[src/include/sphb_pkg.sv]
// shared constants and types for the switch packet descriptor builder
package sphb_pkg;
  localparam int unsigned W1_SRC_HI = 31;
  localparam int unsigned W1_SRC_LO = 27;
  localparam int unsigned W1_DST_HI = 26;
  localparam int unsigned W2_PID_LO = 26;
  localparam int unsigned W2_ERR_BIT = 25;
  localparam int unsigned W2_CRCPAD_BIT = 24;
  localparam int unsigned W2_RUNT_BIT = 23;
  localparam int unsigned W2_FRAME_BIT = 21;
  localparam int unsigned W2_FCS_BIT = 20;
  localparam int unsigned W2_BCAST_BIT = 19;
  localparam int unsigned W2_MCAST_BIT = 18;
  localparam int unsigned W2_OVF_BIT = 16;
  localparam int unsigned W2_WCNT_LO = 2;
  localparam int unsigned NPORTS = 27;
  localparam int unsigned MIN_BYTES = 64;
  localparam int unsigned FIFO_DEPTH = 8;
  localparam logic [4:0] CPU_PORT = 5'h1A;
  localparam logic [1:0] LAST_FULL = 2'h0;

  typedef struct packed {
    logic [4:0] src_port;
    logic [26:0] dst_map;
  } sphb_word1_t;

  typedef struct packed {
    logic [5:0] pkt_id;
    logic err_any;
    logic crc_pad;
    logic runt;
    logic rsv22;
    logic frame_err;
    logic fcs_err;
    logic bcast;
    logic mcast;
    logic rsv17;
    logic ovf_err;
    logic [3:0] rsv15_12;
    logic [9:0] word_cnt;
    logic [1:0] last_bytes;
  } sphb_word2_t;

  // transmit queue entry: packet start address plus selected descriptor fields
  typedef struct packed {
    logic [23:0] start_addr;
    logic [5:0] pkt_id;
    logic [4:0] src_port;
    logic crc_pad;
    logic [9:0] word_cnt;
    logic [1:0] last_bytes;
  } sphb_txq_t;

  localparam int unsigned TXQ_W = $bits(sphb_txq_t);
endpackage

[src/sphb_fifo.sv]
// parameterised valid/ready fifo for transmit queue entries
`timescale 1ns/100ps
`default_nettype none
module sphb_fifo #(
  parameter int unsigned WIDTH = 48,
  parameter int unsigned DEPTH = 8
) (
  input wire logic clk,
  input wire logic nrst,
  input wire logic in_valid,
  output logic in_ready,
  input wire logic [WIDTH-1:0] in_data,
  output logic out_valid,
  input wire logic out_ready,
  output logic [WIDTH-1:0] out_data
);
  localparam int unsigned AW = $clog2(DEPTH);
  logic [WIDTH-1:0] mem [DEPTH];
  logic [AW-1:0] wp_q;
  logic [AW-1:0] rp_q;
  logic [AW:0] cnt_q;
  wire push = in_valid && in_ready;
  wire pop = out_valid && out_ready;

  assign in_ready = (cnt_q != (AW+1)'(DEPTH));
  assign out_valid = (cnt_q != '0);
  assign out_data = mem[rp_q];

  always_ff @(posedge clk) begin
    if (push) begin
      mem[wp_q] <= in_data;
    end
  end

  always_ff @(posedge clk or negedge nrst) begin
    if (!nrst) begin
      wp_q <= '0;
      rp_q <= '0;
      cnt_q <= '0;
    end else begin
      if (push) begin
        wp_q <= (wp_q == AW'(DEPTH-1)) ? '0 : wp_q + 1'b1;
      end
      if (pop) begin
        rp_q <= (rp_q == AW'(DEPTH-1)) ? '0 : rp_q + 1'b1;
      end
      cnt_q <= cnt_q + (AW+1)'(push) - (AW+1)'(pop);
    end
  end
endmodule // sphb_fifo
`default_nettype wire

[src/sphb_top.sv]
// packet descriptor builder (receive) and snooper (transmit) for one port
// Operation
// - receive builds two-word 32-bit descriptor per packet
// - descriptor sent last, after all data words
// - descriptor stored at packet head in buffer
// - every port snoops descriptor for own bit
// - error flags decide filter or forward
// - forward queues fields plus start address
// - descriptor bits never reach the network
// - word1 bits 31:27 source port number
// - word1 bits 26:0 destination port bitmap
// - word2 bits 31:26 unique packet identifier
// - identifier plus address tracks the packet
// - bit 23 runt under 64 bytes
// - bit 21 framing error, partial byte
// - bit 20 frame check sequence error
// - bit 16 receive fifo overflow seen
// - bit 24 host CRC append and pad
// - bits 19/18 broadcast/multicast, else unicast
// - bits 11:2 buffer word count
// - bits 1:0 bytes in last word
`timescale 1ns/100ps
`default_nettype none
module sphb_top
  import sphb_pkg::*;
(
  input wire logic clk,
  input wire logic nrst,
  input wire logic [4:0] my_port,
  // receive side: packet stream from receive fifo
  input wire logic rx_start,
  input wire logic [23:0] rx_start_addr,
  input wire logic rx_word_valid,
  input wire logic [31:0] rx_word,
  input wire logic rx_end,
  input wire logic [1:0] rx_last_bytes,
  input wire logic rx_dribble,
  input wire logic rx_fcs_bad,
  input wire logic rx_fifo_ovf,
  input wire logic rx_bcast,
  input wire logic rx_mcast,
  input wire logic rx_crc_pad,
  input wire logic [26:0] rx_dst_map,
  input wire logic [5:0] rx_pkt_id,
  // switching bus, driven by this port
  output logic bus_valid,
  output logic [31:0] bus_data,
  output logic bus_hdr,
  output logic [23:0] hdr_buf_addr,
  // switching bus, snooped from any port
  input wire logic snp_hdr1,
  input wire logic snp_hdr2,
  input wire logic [31:0] snp_data,
  input wire logic [23:0] snp_start_addr,
  // transmit queue readout
  output logic txq_valid,
  input wire logic txq_ready,
  output logic [47:0] txq_entry,
  output logic filt_pulse,
  output logic txq_full
);
  typedef enum logic [1:0] {ST_IDLE, ST_DATA, ST_HDR1, ST_HDR2} sphb_state_t;
  sphb_state_t st_q, st_d;

  // receive accounting
  logic [9:0] wcnt_q;
  logic [6:0] bytes_q;
  logic ovf_q;
  logic frame_q;
  logic fcs_q;
  logic bc_q;
  logic mc_q;
  logic pad_q;
  logic [26:0] dst_q;
  logic [5:0] pid_q;
  logic [1:0] lastb_q;
  logic [23:0] addr_q;

  wire counting = (st_q == ST_DATA) && rx_word_valid;
  wire [9:0] wcnt_nx = counting ? wcnt_q + 10'h001 : wcnt_q;
  // bytes saturate at the runt limit; only the under-64 test is needed
  wire last_part = rx_end && rx_last_bytes != LAST_FULL;
  wire [6:0] bytes_add = last_part ? {5'h00, rx_last_bytes} : 7'h04;
  wire [6:0] bytes_nx = (bytes_q >= 7'(MIN_BYTES)) ? bytes_q : bytes_q + bytes_add;
  wire runt = (bytes_q < 7'(MIN_BYTES));

  sphb_word1_t w1;
  sphb_word2_t w2;
  assign w1.src_port = my_port;
  assign w1.dst_map = dst_q;
  assign w2.pkt_id = pid_q;
  assign w2.err_any = runt | frame_q | fcs_q | ovf_q;
  assign w2.crc_pad = (my_port == CPU_PORT) && pad_q;
  assign w2.runt = runt;
  assign w2.frame_err = frame_q;
  assign w2.fcs_err = fcs_q;
  assign w2.bcast = bc_q;
  assign w2.mcast = mc_q && !bc_q;
  assign w2.ovf_err = ovf_q;
  assign w2.word_cnt = wcnt_q;
  assign w2.last_bytes = lastb_q;
  assign w2.rsv22 = 1'b0;
  assign w2.rsv17 = 1'b0;
  assign w2.rsv15_12 = 4'h0;

  always_comb begin
    st_d = st_q;
    unique case (st_q)
      ST_IDLE: if (rx_start) st_d = ST_DATA;
      ST_DATA: if (rx_end) st_d = ST_HDR1;
      ST_HDR1: st_d = ST_HDR2;
      ST_HDR2: st_d = ST_IDLE;
    endcase
  end

  always_ff @(posedge clk or negedge nrst) begin
    if (!nrst) begin
      st_q <= ST_IDLE;
    end else begin
      st_q <= st_d;
    end
  end

  always_ff @(posedge clk or negedge nrst) begin
    if (!nrst) begin
      wcnt_q <= '0;
      bytes_q <= '0;
      ovf_q <= 1'b0;
      frame_q <= 1'b0;
      fcs_q <= 1'b0;
      bc_q <= 1'b0;
      mc_q <= 1'b0;
      pad_q <= 1'b0;
      dst_q <= '0;
      pid_q <= '0;
      lastb_q <= LAST_FULL;
      addr_q <= '0;
    end else if (st_q == ST_IDLE && rx_start) begin
      wcnt_q <= '0;
      bytes_q <= '0;
      ovf_q <= rx_fifo_ovf;
      frame_q <= 1'b0;
      fcs_q <= 1'b0;
      bc_q <= 1'b0;
      mc_q <= 1'b0;
      pad_q <= 1'b0;
      dst_q <= '0;
      pid_q <= rx_pkt_id;
      lastb_q <= LAST_FULL;
      addr_q <= rx_start_addr;
    end else if (st_q == ST_DATA) begin
      wcnt_q <= wcnt_nx;
      if (counting) begin
        bytes_q <= bytes_nx;
      end
      ovf_q <= ovf_q | rx_fifo_ovf;
      if (rx_end) begin
        frame_q <= rx_dribble;
        fcs_q <= rx_fcs_bad;
        bc_q <= rx_bcast;
        mc_q <= rx_mcast;
        pad_q <= rx_crc_pad;
        dst_q <= rx_dst_map;
        lastb_q <= rx_last_bytes;
      end
    end
  end

  // bus output: data then header words; header flagged for buffer head write
  always_ff @(posedge clk or negedge nrst) begin
    if (!nrst) begin
      bus_valid <= 1'b0;
      bus_data <= '0;
      bus_hdr <= 1'b0;
      hdr_buf_addr <= '0;
    end else begin
      bus_valid <= counting || st_q == ST_HDR1 || st_q == ST_HDR2;
      bus_hdr <= (st_q == ST_HDR1) || (st_q == ST_HDR2);
      hdr_buf_addr <= addr_q;
      unique case (st_q)
        ST_HDR1: bus_data <= w1;
        ST_HDR2: bus_data <= w2;
        default: bus_data <= counting ? rx_word : 32'h0;
      endcase
    end
  end

  // snoop side: word 1 is held one cycle until word 2 arrives
  // a word 2 seen without its word 1 is ignored
  sphb_word1_t s1_q;
  logic s1_seen_q;
  sphb_word2_t s2;
  assign s2 = snp_data;
  wire mine = s1_q.dst_map[my_port];
  wire bad = s2.runt | s2.frame_err | s2.fcs_err | s2.ovf_err | s2.err_any;
  wire fwd = snp_hdr2 && s1_seen_q && mine && !bad;
  sphb_txq_t ent;
  assign ent.start_addr = snp_start_addr;
  assign ent.pkt_id = s2.pkt_id;
  assign ent.src_port = s1_q.src_port;
  assign ent.crc_pad = s2.crc_pad;
  assign ent.word_cnt = s2.word_cnt;
  assign ent.last_bytes = s2.last_bytes;

  logic q_ready;
  logic q_valid;
  logic [TXQ_W-1:0] q_data;
  // pop only when the output register takes the entry
  // else an entry would be popped and lost while a stalled reader holds the output
  logic txq_valid_q_hold;
  assign txq_valid_q_hold = txq_valid && !txq_ready;

  always_ff @(posedge clk or negedge nrst) begin
    if (!nrst) begin
      s1_q <= '0;
      s1_seen_q <= 1'b0;
      filt_pulse <= 1'b0;
      txq_full <= 1'b0;
    end else begin
      if (snp_hdr1) begin
        s1_q <= snp_data;
      end
      s1_seen_q <= snp_hdr1;
      filt_pulse <= snp_hdr2 && s1_seen_q && mine && bad;
      txq_full <= !q_ready;
    end
  end

  // fifo holds only queue entries, never descriptor words for the network
  sphb_fifo #(.WIDTH(TXQ_W), .DEPTH(FIFO_DEPTH)) u_txq (
    .clk(clk),
    .nrst(nrst),
    .in_valid(fwd),
    .in_ready(q_ready),
    .in_data(ent),
    .out_valid(q_valid),
    .out_ready(!txq_valid_q_hold),
    .out_data(q_data)
  );

  // registered output stage; entry carries no raw descriptor word
  always_ff @(posedge clk or negedge nrst) begin
    if (!nrst) begin
      txq_valid <= 1'b0;
      txq_entry <= '0;
    end else if (!txq_valid || txq_ready) begin
      txq_valid <= q_valid;
      txq_entry <= q_data;
    end
  end
endmodule // sphb_top
`default_nettype wire

[config.mk]
export PLATFORM = sky130hd
export DESIGN_NAME = sphb_top
export DESIGN_NICKNAME = d
export VERILOG_FILES = /design/src/include/sphb_pkg.sv /design/src/sphb_fifo.sv /design/src/sphb_top.sv
export SDC_FILE = /design/constraint.sdc
export NUM_CORES = 1
export LEC_CHECK = 0
export BUFFER_PORTS_ARGS = -buffer_cell sky130_fd_sc_hd__buf_2
export CAP_MARGIN = 0
export CORE_MARGIN = 10
export CORE_UTILIZATION = 35
export DETAILED_ROUTE_END_ITERATION = 12
export GPL_TIMING_DRIVEN = 0
export PLACE_DENSITY = 0.5
export SKIP_LAST_GASP = 1
export SLEW_MARGIN = 0
export SYNTH_ARGS = -nofsm -noshare
export SYNTH_HDL_FRONTEND = slang
export SYNTH_HIERARCHICAL = 1
export SYNTH_SLANG_ARGS = --single-unit
[constraint.sdc]
create_clock -name clk -period 6.1 [get_ports clk]
set_clock_uncertainty 0.15 [all_clocks]
set_input_delay 0.305 -clock clk [delete_from_list [all_inputs] [get_ports clk]]
set_output_delay 0.305 -clock clk [all_outputs]
set_load 0.1 [all_outputs]
==> summary.txt, run 1 <==
Clocking
  – TritonCTS Sinks: 620
  – Htree depth: 3
  – Root buffer cell: clkbuf_16
  – Post-cts hold buffer count: 164
  – Skew-Pair Late Insertion Delay: 0.59 ns
  – Clk slew on worst S/H paths: 0.06 ns
  – CTS tree: done
  – Clock Path Buffers: 3
  – Num CTS Buffers: 69
  – CTS resizes: 0
  – Postcts setup bufs: 0

Yosys
  – Mapped Area: 23700 um2
  – Syn Area/Cell: 18.5 um2
  – Net count after synthesis: 1467
  – Mapped Cells: 1280
  – Number of synthesized flops with an enable pin: 384
  – Synth Register Bits: 620
  – Register area share after synthesis: 0.735
  – Ys Warns: 6
  – Ys flop type: edfxtp_1
  – Async set-reset flop share out of synthesis: 0.381
  – Post-synthesis cell type count: 48

STA
  – Setup ws final: 2.48 ns
  – Hold Fails Final Rpt: 0
  – Worst Max-Slew Pin Slew: 0.975 ns
  – Final setup vio count: 0
  – Final min period: 3.62 ns
  – Max-slew violations: 0
  – Max_slew headroom: 0.350
  – Post-route clock period utilization: 0.593
  – Max Clk Rate: 276 MHz
  – Setup TNS Final: 0 ns
  – RSZ-0062 raised after global routing: false

Floorplan
  – Std-Cell Rows: 95
  – Die span in x: 280 um
  – IO Count: 275
  – CORE AREA: 67200 um2
  – Die area: 78600 um2
  – Initial Util: 0.353
  – Die H: 280 um

Drt
  – Detailed-route via count: 13600
  – Vias/cell: 4.92
  – DRT antenna net count: 0
  – Drt first pass iters: 6
  – DRC viols: 0
  – Starting DRC count in detailed routing: 779
  – WL/cell: 22.8 um
  – Routed wire length: 63000 um

Cells and area
  – Final nets: 2015
  – Share of cells above drive strength 1: 0.337
  – Post-layout util: 0.458
  – Design area: 30800 um2
  – Non-filler cells, final: 2759
  – Layout area overhead: 29.6%
  – Highest-count cells in the layout ignoring fill and taps: 384 x edfxtp_1, 285 x buf_2, 236 x dfrtp_1
  – Most common cell after layout, fill and taps aside: edfxtp_1

Placement
  – GP Congestion: 0.790
  – Dpl cell area: 26800 um2
  – Place WS: 2.05 ns
  – Final HPWL DP: 42900 um
  – Port Buffers: 273
  – Placed Cells: 2466

Setup path
  – WS Path Type: flip-flop to flip-flop
  – CP startpoint kind: flip-flop
  – CP arrival: 3.76 ns
  – Worst setup EP type: flip-flop
  – Critical Path Fanout Max: 9
  – Critical path required time: 6.25 ns

GRT
  – GRT overflow: 0
  – Vias in the first global route: 14800
  – Antenna violations before repair: 2
  – Total Routing Usage GR: 0.161
  – Pin count of the biggest net entering global routing: 107
  – First-pass GRT wire length: 95500 um

Outcome
  – Status: finished clean

Power and ir drop
  – VDD IR max: 0.335 mV
  – Leak: 12.1 nW
  – Power per cell area: 496 nW/um2

Flow run
  – Max-Cap Viols: 0

Worst hold path
  – Min-Delay Path Class: primary input to flip-flop
[worst max-delay path, stage by stage, from the launching register on]
cell and delay, ns:
dfrtp_1 0.34, mux4_1 0.29, nor2b_4 0.17, a2111oi_2 0.05
a311oi_1 0.29, and4_1 0.40, nand2_1 0.34, nor3_2 0.73
buf_6 0.25, buf_6 0.16, buf_6 0.17
[Yosys cell counts (5+ instances only)]
cell type | n | area (um2)
a21oi_1 | 10 | 50.1
a222oi_1 | 22 | 220
a22o_1 | 40 | 350
buf_1 | 12 | 45.0
buf_2 | 13 | 65.1
clkbuf_1 | 36 | 135
dfrtp_1 | 236 | 5910
edfxtp_1 | 384 | 11500
ha_1 | 19 | 238
inv_1 | 39 | 146
mux2_1 | 46 | 518
mux2_2 | 89 | 1000
mux2i_1 | 6 | 60.1
mux4_2 | 99 | 2230
nand2_1 | 117 | 439
nand2b_1 | 5 | 31.3
nand4_1 | 5 | 31.3
nor2_1 | 23 | 86.3
nor3_1 | 9 | 45.0
o21ai_0 | 9 | 45.0
xor2_1 | 9 | 78.8
[sequential cells by signal (all words and copies together) (netlist names), 2 cells and up]
signal,flops
u_txq/mem,384
txq_entry,48
bus_data,32
dst_q,27
s1_q,27
addr_q,24
hdr_buf_addr,24
wcnt_q,10
bytes_q,7
pid_q,6
ent,5
u_txq/cnt_q,4
u_txq/rp_q,3
u_txq/wp_q,3
lastb_q,2
st_q,2
[path summary, 6_finish.rpt]
kind	start	end	slack, ns	cells after the start
min in group asynchronous	nrst	txq_entry[34]$_DFFE_PN0P_	0.56	3
worst min-delay path	rx_end	st_q[0]$_DFFE_PN0P_	0.06	3
max in group asynchronous	nrst	hdr_buf_addr[13]$_DFF_PN0_	4.34	4
worst max register to register	s1_q[3]$_DFFE_PN0P_	u_txq/mem[2][27]$_DFFE_PP_	2.48	10
worst max-delay path	s1_q[3]$_DFFE_PN0P_	u_txq/mem[2][27]$_DFFE_PP_	2.48	10
worst min register to register	addr_q[9]$_DFFE_PN0P_	hdr_buf_addr[9]$_DFF_PN0_	0.22	0
[per-layer routing]
metal	vias to the layer above	part of all wire	track usage
li1	6053	-	-
met1	7068	0.42	0.203
met2	374	0.50	0.275
met3	70	0.053	0.0360
met4	2	0.018	0.0433
met5	-	0.00021	0
[metrics by stage]
stage | hold slack (ns) | power, mW
2_1_floorplan | -0.141 | 9.79
3_3_place_gp | 0.208 | 11.1
3_5_place_dp | 0.0462 | 11.2
4_1_cts | 0.0156 | 15.5
5_1_grt | 0.0889 | 16.0
6_report | 0.0638 | 15.3
[logic make-up after synthesis]
| group | count (synthesis) | share of synthesized area |
|---|---|---|
| flops | 620 | 0.735 |
| mux | 241 | 0.162 |
| simple gates | 186 | 0.0346 |
| buf+inv | 107 | 0.0205 |
| compound gates | 92 | 0.0321 |
| fa+ha+maj | 21 | 0.0117 |
| xor+xnor | 13 | 0.00480 |
[power breakdown]
part	switching, mW	internal [mW]	leakage [nW]
Clock	1.67	2.49	1.11
Combinational	4.07	1.67	4.62
Sequential	0.305	5.05	6.40
Total	6.05	9.21	12.1
[area by class of cell]
cell class | count | area [um2]
Antenna cell | 3 | 7.51
Buffer | 68 | 339
Clock buffer | 98 | 1990
Clock inverter | 28 | 294
Fill cell | 5862 | 36400
Inverter | 39 | 146
Multi-Input combinational cell | 553 | 5870
Sequential cell | 620 | 17400
Tap cell | 873 | 1090
Timing Repair Buffer | 477 | 3590
(Power assumes the default switching activity.)
==> run 2: changes to the inputs <==
Settings changed: ABC_AREA set to 1, PLACE_DENSITY 0.5 to 0.48.
Clock period 6.1 ns to 3.6 ns, I/O delays scaled along.
==> summary.txt, run 2 <==
Outcome
  – Status: finished clean (unchanged)

Floorplan
  – Die span in x: 295 um (was 280 um)
  – Die H: 295 um (was 280 um)
  – Die area: 86900 um2 (was 78600 um2)
  – Initial Util: 0.354 (was 0.353)
  – Std-Cell Rows: 100 (was 95)
  – CORE AREA: 74700 um2 (was 67200 um2)
  – IO Count: 275 (unchanged)

STA
  – Hold Fails Final Rpt: 0 (unchanged)
  – Max-slew violations: 0 (unchanged)
  – RSZ-0062 raised after global routing: false (unchanged)
  – Worst hold margin: 0.0228 ns (was 0.0638 ns)
  – Final setup vio count: 0 (unchanged)
  – Final min period: 3.21 ns (was 3.62 ns)
  – Max_slew headroom: 0.371 (was 0.350)
  – Max Clk Rate: 312 MHz (was 276 MHz)
  – Post-route clock period utilization: 0.891 (was 0.593)
  – Worst Max-Slew Pin Slew: 0.940 ns (was 0.975 ns)
  – Setup ws final: 0.391 ns (was 2.48 ns)

Drt
  – DRT antenna net count: 0 (unchanged)
  – Detailed-route via count: 19000 (was 13600)
  – Met2 WL: 37400 um (was 31800 um)
  – DR WL met3: 4520 um (was 3370 um)
  – Drt first pass iters: 5 (was 6)
  – DRC viols: 0 (unchanged)
  – Routed wire length: 76300 um (was 63000 um)
  – Met1 wire length: 32400 um (was 26700 um)
  – Uppermost layer routed: met5 (unchanged)
  – Starting DRC count in detailed routing: 1115 (was 779)
  – WL/cell: 18.3 um (was 22.8 um)
  – Vias/cell: 4.55 (was 4.92)

Cells and area
  – Layout area overhead: 28.4% (was 29.6%)
  – Largest Register: u_txq/mem (unchanged)
  – Non-filler cells, final: 4177 (was 2759)
  – Final nets: 3333 (was 2015)
  – Highest-count cells in the layout ignoring fill and taps: 854 x nand2_1, 492 x inv_1, 384 x edfxtp_1 (was 384 x edfxtp_1, 285 x buf_2, 236 x dfrtp_1)
  – Biggest regs: u_txq/mem: 384 flops, txq_entry: 48 flops, bus_data: 32 flops (unchanged)
  – Post-layout util: 0.454 (was 0.458)
  – Share of cells above drive strength 1: 0.178 (was 0.337)
  – Most common cell after layout, fill and taps aside: nand2_1 (was edfxtp_1)
  – Largest register FFs: 384 (unchanged)

Setup path
  – Worst setup EP type: flip-flop (unchanged)
  – RR Endpoint: u_txq/mem[6][12]$_DFFE_PP_ (was u_txq/mem[2][27]$_DFFE_PP_)
  – FF-to-FF Start: s1_q[13]$_DFFE_PN0P_ (was s1_q[3]$_DFFE_PN0P_)
  – Critical Path Fanout Max: 15 (was 9)
  – CP startpoint kind: flip-flop (unchanged)
  – CP startpoint: s1_q[13]$_DFFE_PN0P_ (was s1_q[3]$_DFFE_PN0P_)
  – R2R Setup Slk: 0.39 ns (was 2.48 ns)
  – R2R cell count: 15 (was 10)
  – WS Path Type: flip-flop to flip-flop (unchanged)
  – Critical path required time: 3.74 ns (was 6.25 ns)
  – CP arrival: 3.35 ns (was 3.76 ns)

Power and ir drop
  – Leak: 16.1 nW (was 12.1 nW)
  – Power per cell area: 825 nW/um2 (was 496 nW/um2)
  – VDD IR max: 0.653 mV (was 0.335 mV)

Yosys
  – Async set-reset flop share out of synthesis: 0.381 (unchanged)
  – Syn Area/Cell: 10.2 um2 (was 18.5 um2)
  – Register area share after synthesis: 0.660 (was 0.735)
  – Mapped Area: 26400 um2 (was 23700 um2)
  – Synth Register Bits: 620 (unchanged)
  – Net count after synthesis: 2786 (was 1467)
  – Post-synth top area share: 0.436 (was 0.486)
  – Mapped Cells: 2599 (was 1280)
  – Post-synthesis cell type count: 36 (was 48)
  – Top post-synthesis cells by area: edfxtp_1 44%, dfrtp_1 22%, nand2_1 12% (was edfxtp_1 49%, dfrtp_1 25%, mux4_2 9.4%)
  – Top cells by count, synth: 854 x nand2_1, 492 x inv_1, 384 x edfxtp_1 (was 384 x edfxtp_1, 236 x dfrtp_1, 117 x nand2_1)
  – Number of synthesized flops with an enable pin: 384 (unchanged)
  – Ys flop type: edfxtp_1 (unchanged)
  – Ys Warns: 6 (unchanged)
  – Leading area contributor after synthesis: edfxtp_1 (unchanged)
  – Top-count cell post-synth: nand2_1 (was edfxtp_1)

GRT
  – Total Routing Usage GR: 0.177 (was 0.161)
  – Pin count of the biggest net entering global routing: 108 (was 107)
  – Vias in the first global route: 19800 (was 14800)
  – Antenna violations before repair: 13 (was 2)
  – GRT overflow: 0 (unchanged)
  – First-pass GRT wire length: 118000 um (was 95500 um)

Worst hold path
  – Min-Delay Path Class: primary input to flip-flop (unchanged)
  – Hold Path Origin: my_port[3] (was rx_end)
  – WHS Path Cells: 6 (was 3)
  – Hold endpoint: filt_pulse$_DFF_PN0_ (was st_q[0]$_DFFE_PN0P_)

Placement
  – Placed Cells: 3871 (was 2466)
  – Place WS: 0.140 ns (was 2.05 ns)
  – GP Congestion: 0.786 (was 0.790)
  – Final HPWL DP: 52600 um (was 42900 um)
  – Port Buffers: 273 (unchanged)

Clocking
  – Skew-Pair Late Insertion Delay: 0.61 ns (was 0.59 ns)
  – TritonCTS Sinks: 620 (unchanged)
  – Num CTS Buffers: 73 (was 69)
  – CTS tree: done (unchanged)
  – Postcts setup bufs: 0 (unchanged)
  – Post-cts hold buffer count: 169 (was 164)
  – Clk slew on worst S/H paths: 0.06 ns (about the same)
  – Clock Path Buffers: 3 (unchanged)
  – Htree depth: 3 (unchanged)
  – Root buffer cell: clkbuf_16 (unchanged)
  – CTS resizes: 0 (unchanged)

Flow run
  – Max-Cap Viols: 0 (unchanged)
==> run 2: worst max-delay path by stage <==
stage                                             to  slack (ns)  depth (start not counted)
final                     u_txq/mem[6][12]$_DFFE_PP_        0.39                         15
after global routing      u_txq/mem[6][12]$_DFFE_PP_        0.14                         13
after CTS                 u_txq/mem[5][27]$_DFFE_PP_        0.29                         15
after detailed placement  u_txq/mem[5][26]$_DFFE_PP_        0.14                         15
after global placement    u_txq/mem[5][26]$_DFFE_PP_       -2.83                         12
after floorplan            u_txq/mem[0][0]$_DFFE_PP_       -0.19                         12
==> run 2: area by class of cell <==
| type | instances | area (um2) |
|---|---|---|
| antenna | 3 | 7.51 |
| buffer | 116 | 672 |
| clock buffer | 109 | 2100 |
| clock inverter | 25 | 244 |
| fill | 6991 | 40800 |
| inverter | 498 | 1870 |
| multi-input combinational | 1365 | 6530 |
| sequential | 620 | 17400 |
| tap | 969 | 1210 |
| timing repair buffer | 472 | 3840 |
==> run 2: cells by family (layout without fill, tap and decap cells) <==
logic type,Yosys count,in the layout,share of synthesized area
other,0,3,0
muxes,55,55,0.0234
buffers and inverters,614,1220,0.0964
xor gates and xnor gates,2,2,0.000663
and+or+nand+nor,1155,1155,0.180
DFF,620,620,0.660
adders and majority gates,21,21,0.0105
AOI/OAI and AO/OA,132,132,0.0295
==> run 2: stage by stage <==
stage | TNS, ns | instance area (um2) | power, mW
6_report | 0 | 33900 | 28.0
2_1_floorplan | -71.75 | 26500 | 17.6
3_3_place_gp | -1660.35 | 29000 | 20.6
3_5_place_dp | 0 | 29800 | 20.8
5_1_grt | 0 | 33900 | 29.6
4_1_cts | 0 | 33900 | 28.4
==> run 2: critical path: stages, from the launching register on <==
cell and delay (ns):
dfrtp_1 0.33, inv_1 0.05, nand2_1 0.07, nand3_1 0.08, nand2_1 0.07, nand2_1 0.05, nand2_1 0.05, nor2_1 0.04
nand2_1 0.05, nand3_1 0.15, nor2_1 0.18, nand2_1 0.13, buf_2 0.28, nor3_4 0.70, buf_8 0.28, buf_16 0.18
==> run 2: report_power, final <==
group	internal, mW	switching [mW]	total [mW]
combinational	2.76	8.85	11.6
clock	4.34	2.91	7.25
sequential	8.64	0.492	9.13
total	15.7	12.2	28.0
==> run 2: layer usage <==
metal	up-vias	track usage
met4	16	0.0497
met1	9067	0.217
met2	472	0.306
li1	9337	-
met5	-	0
met3	132	0.0430
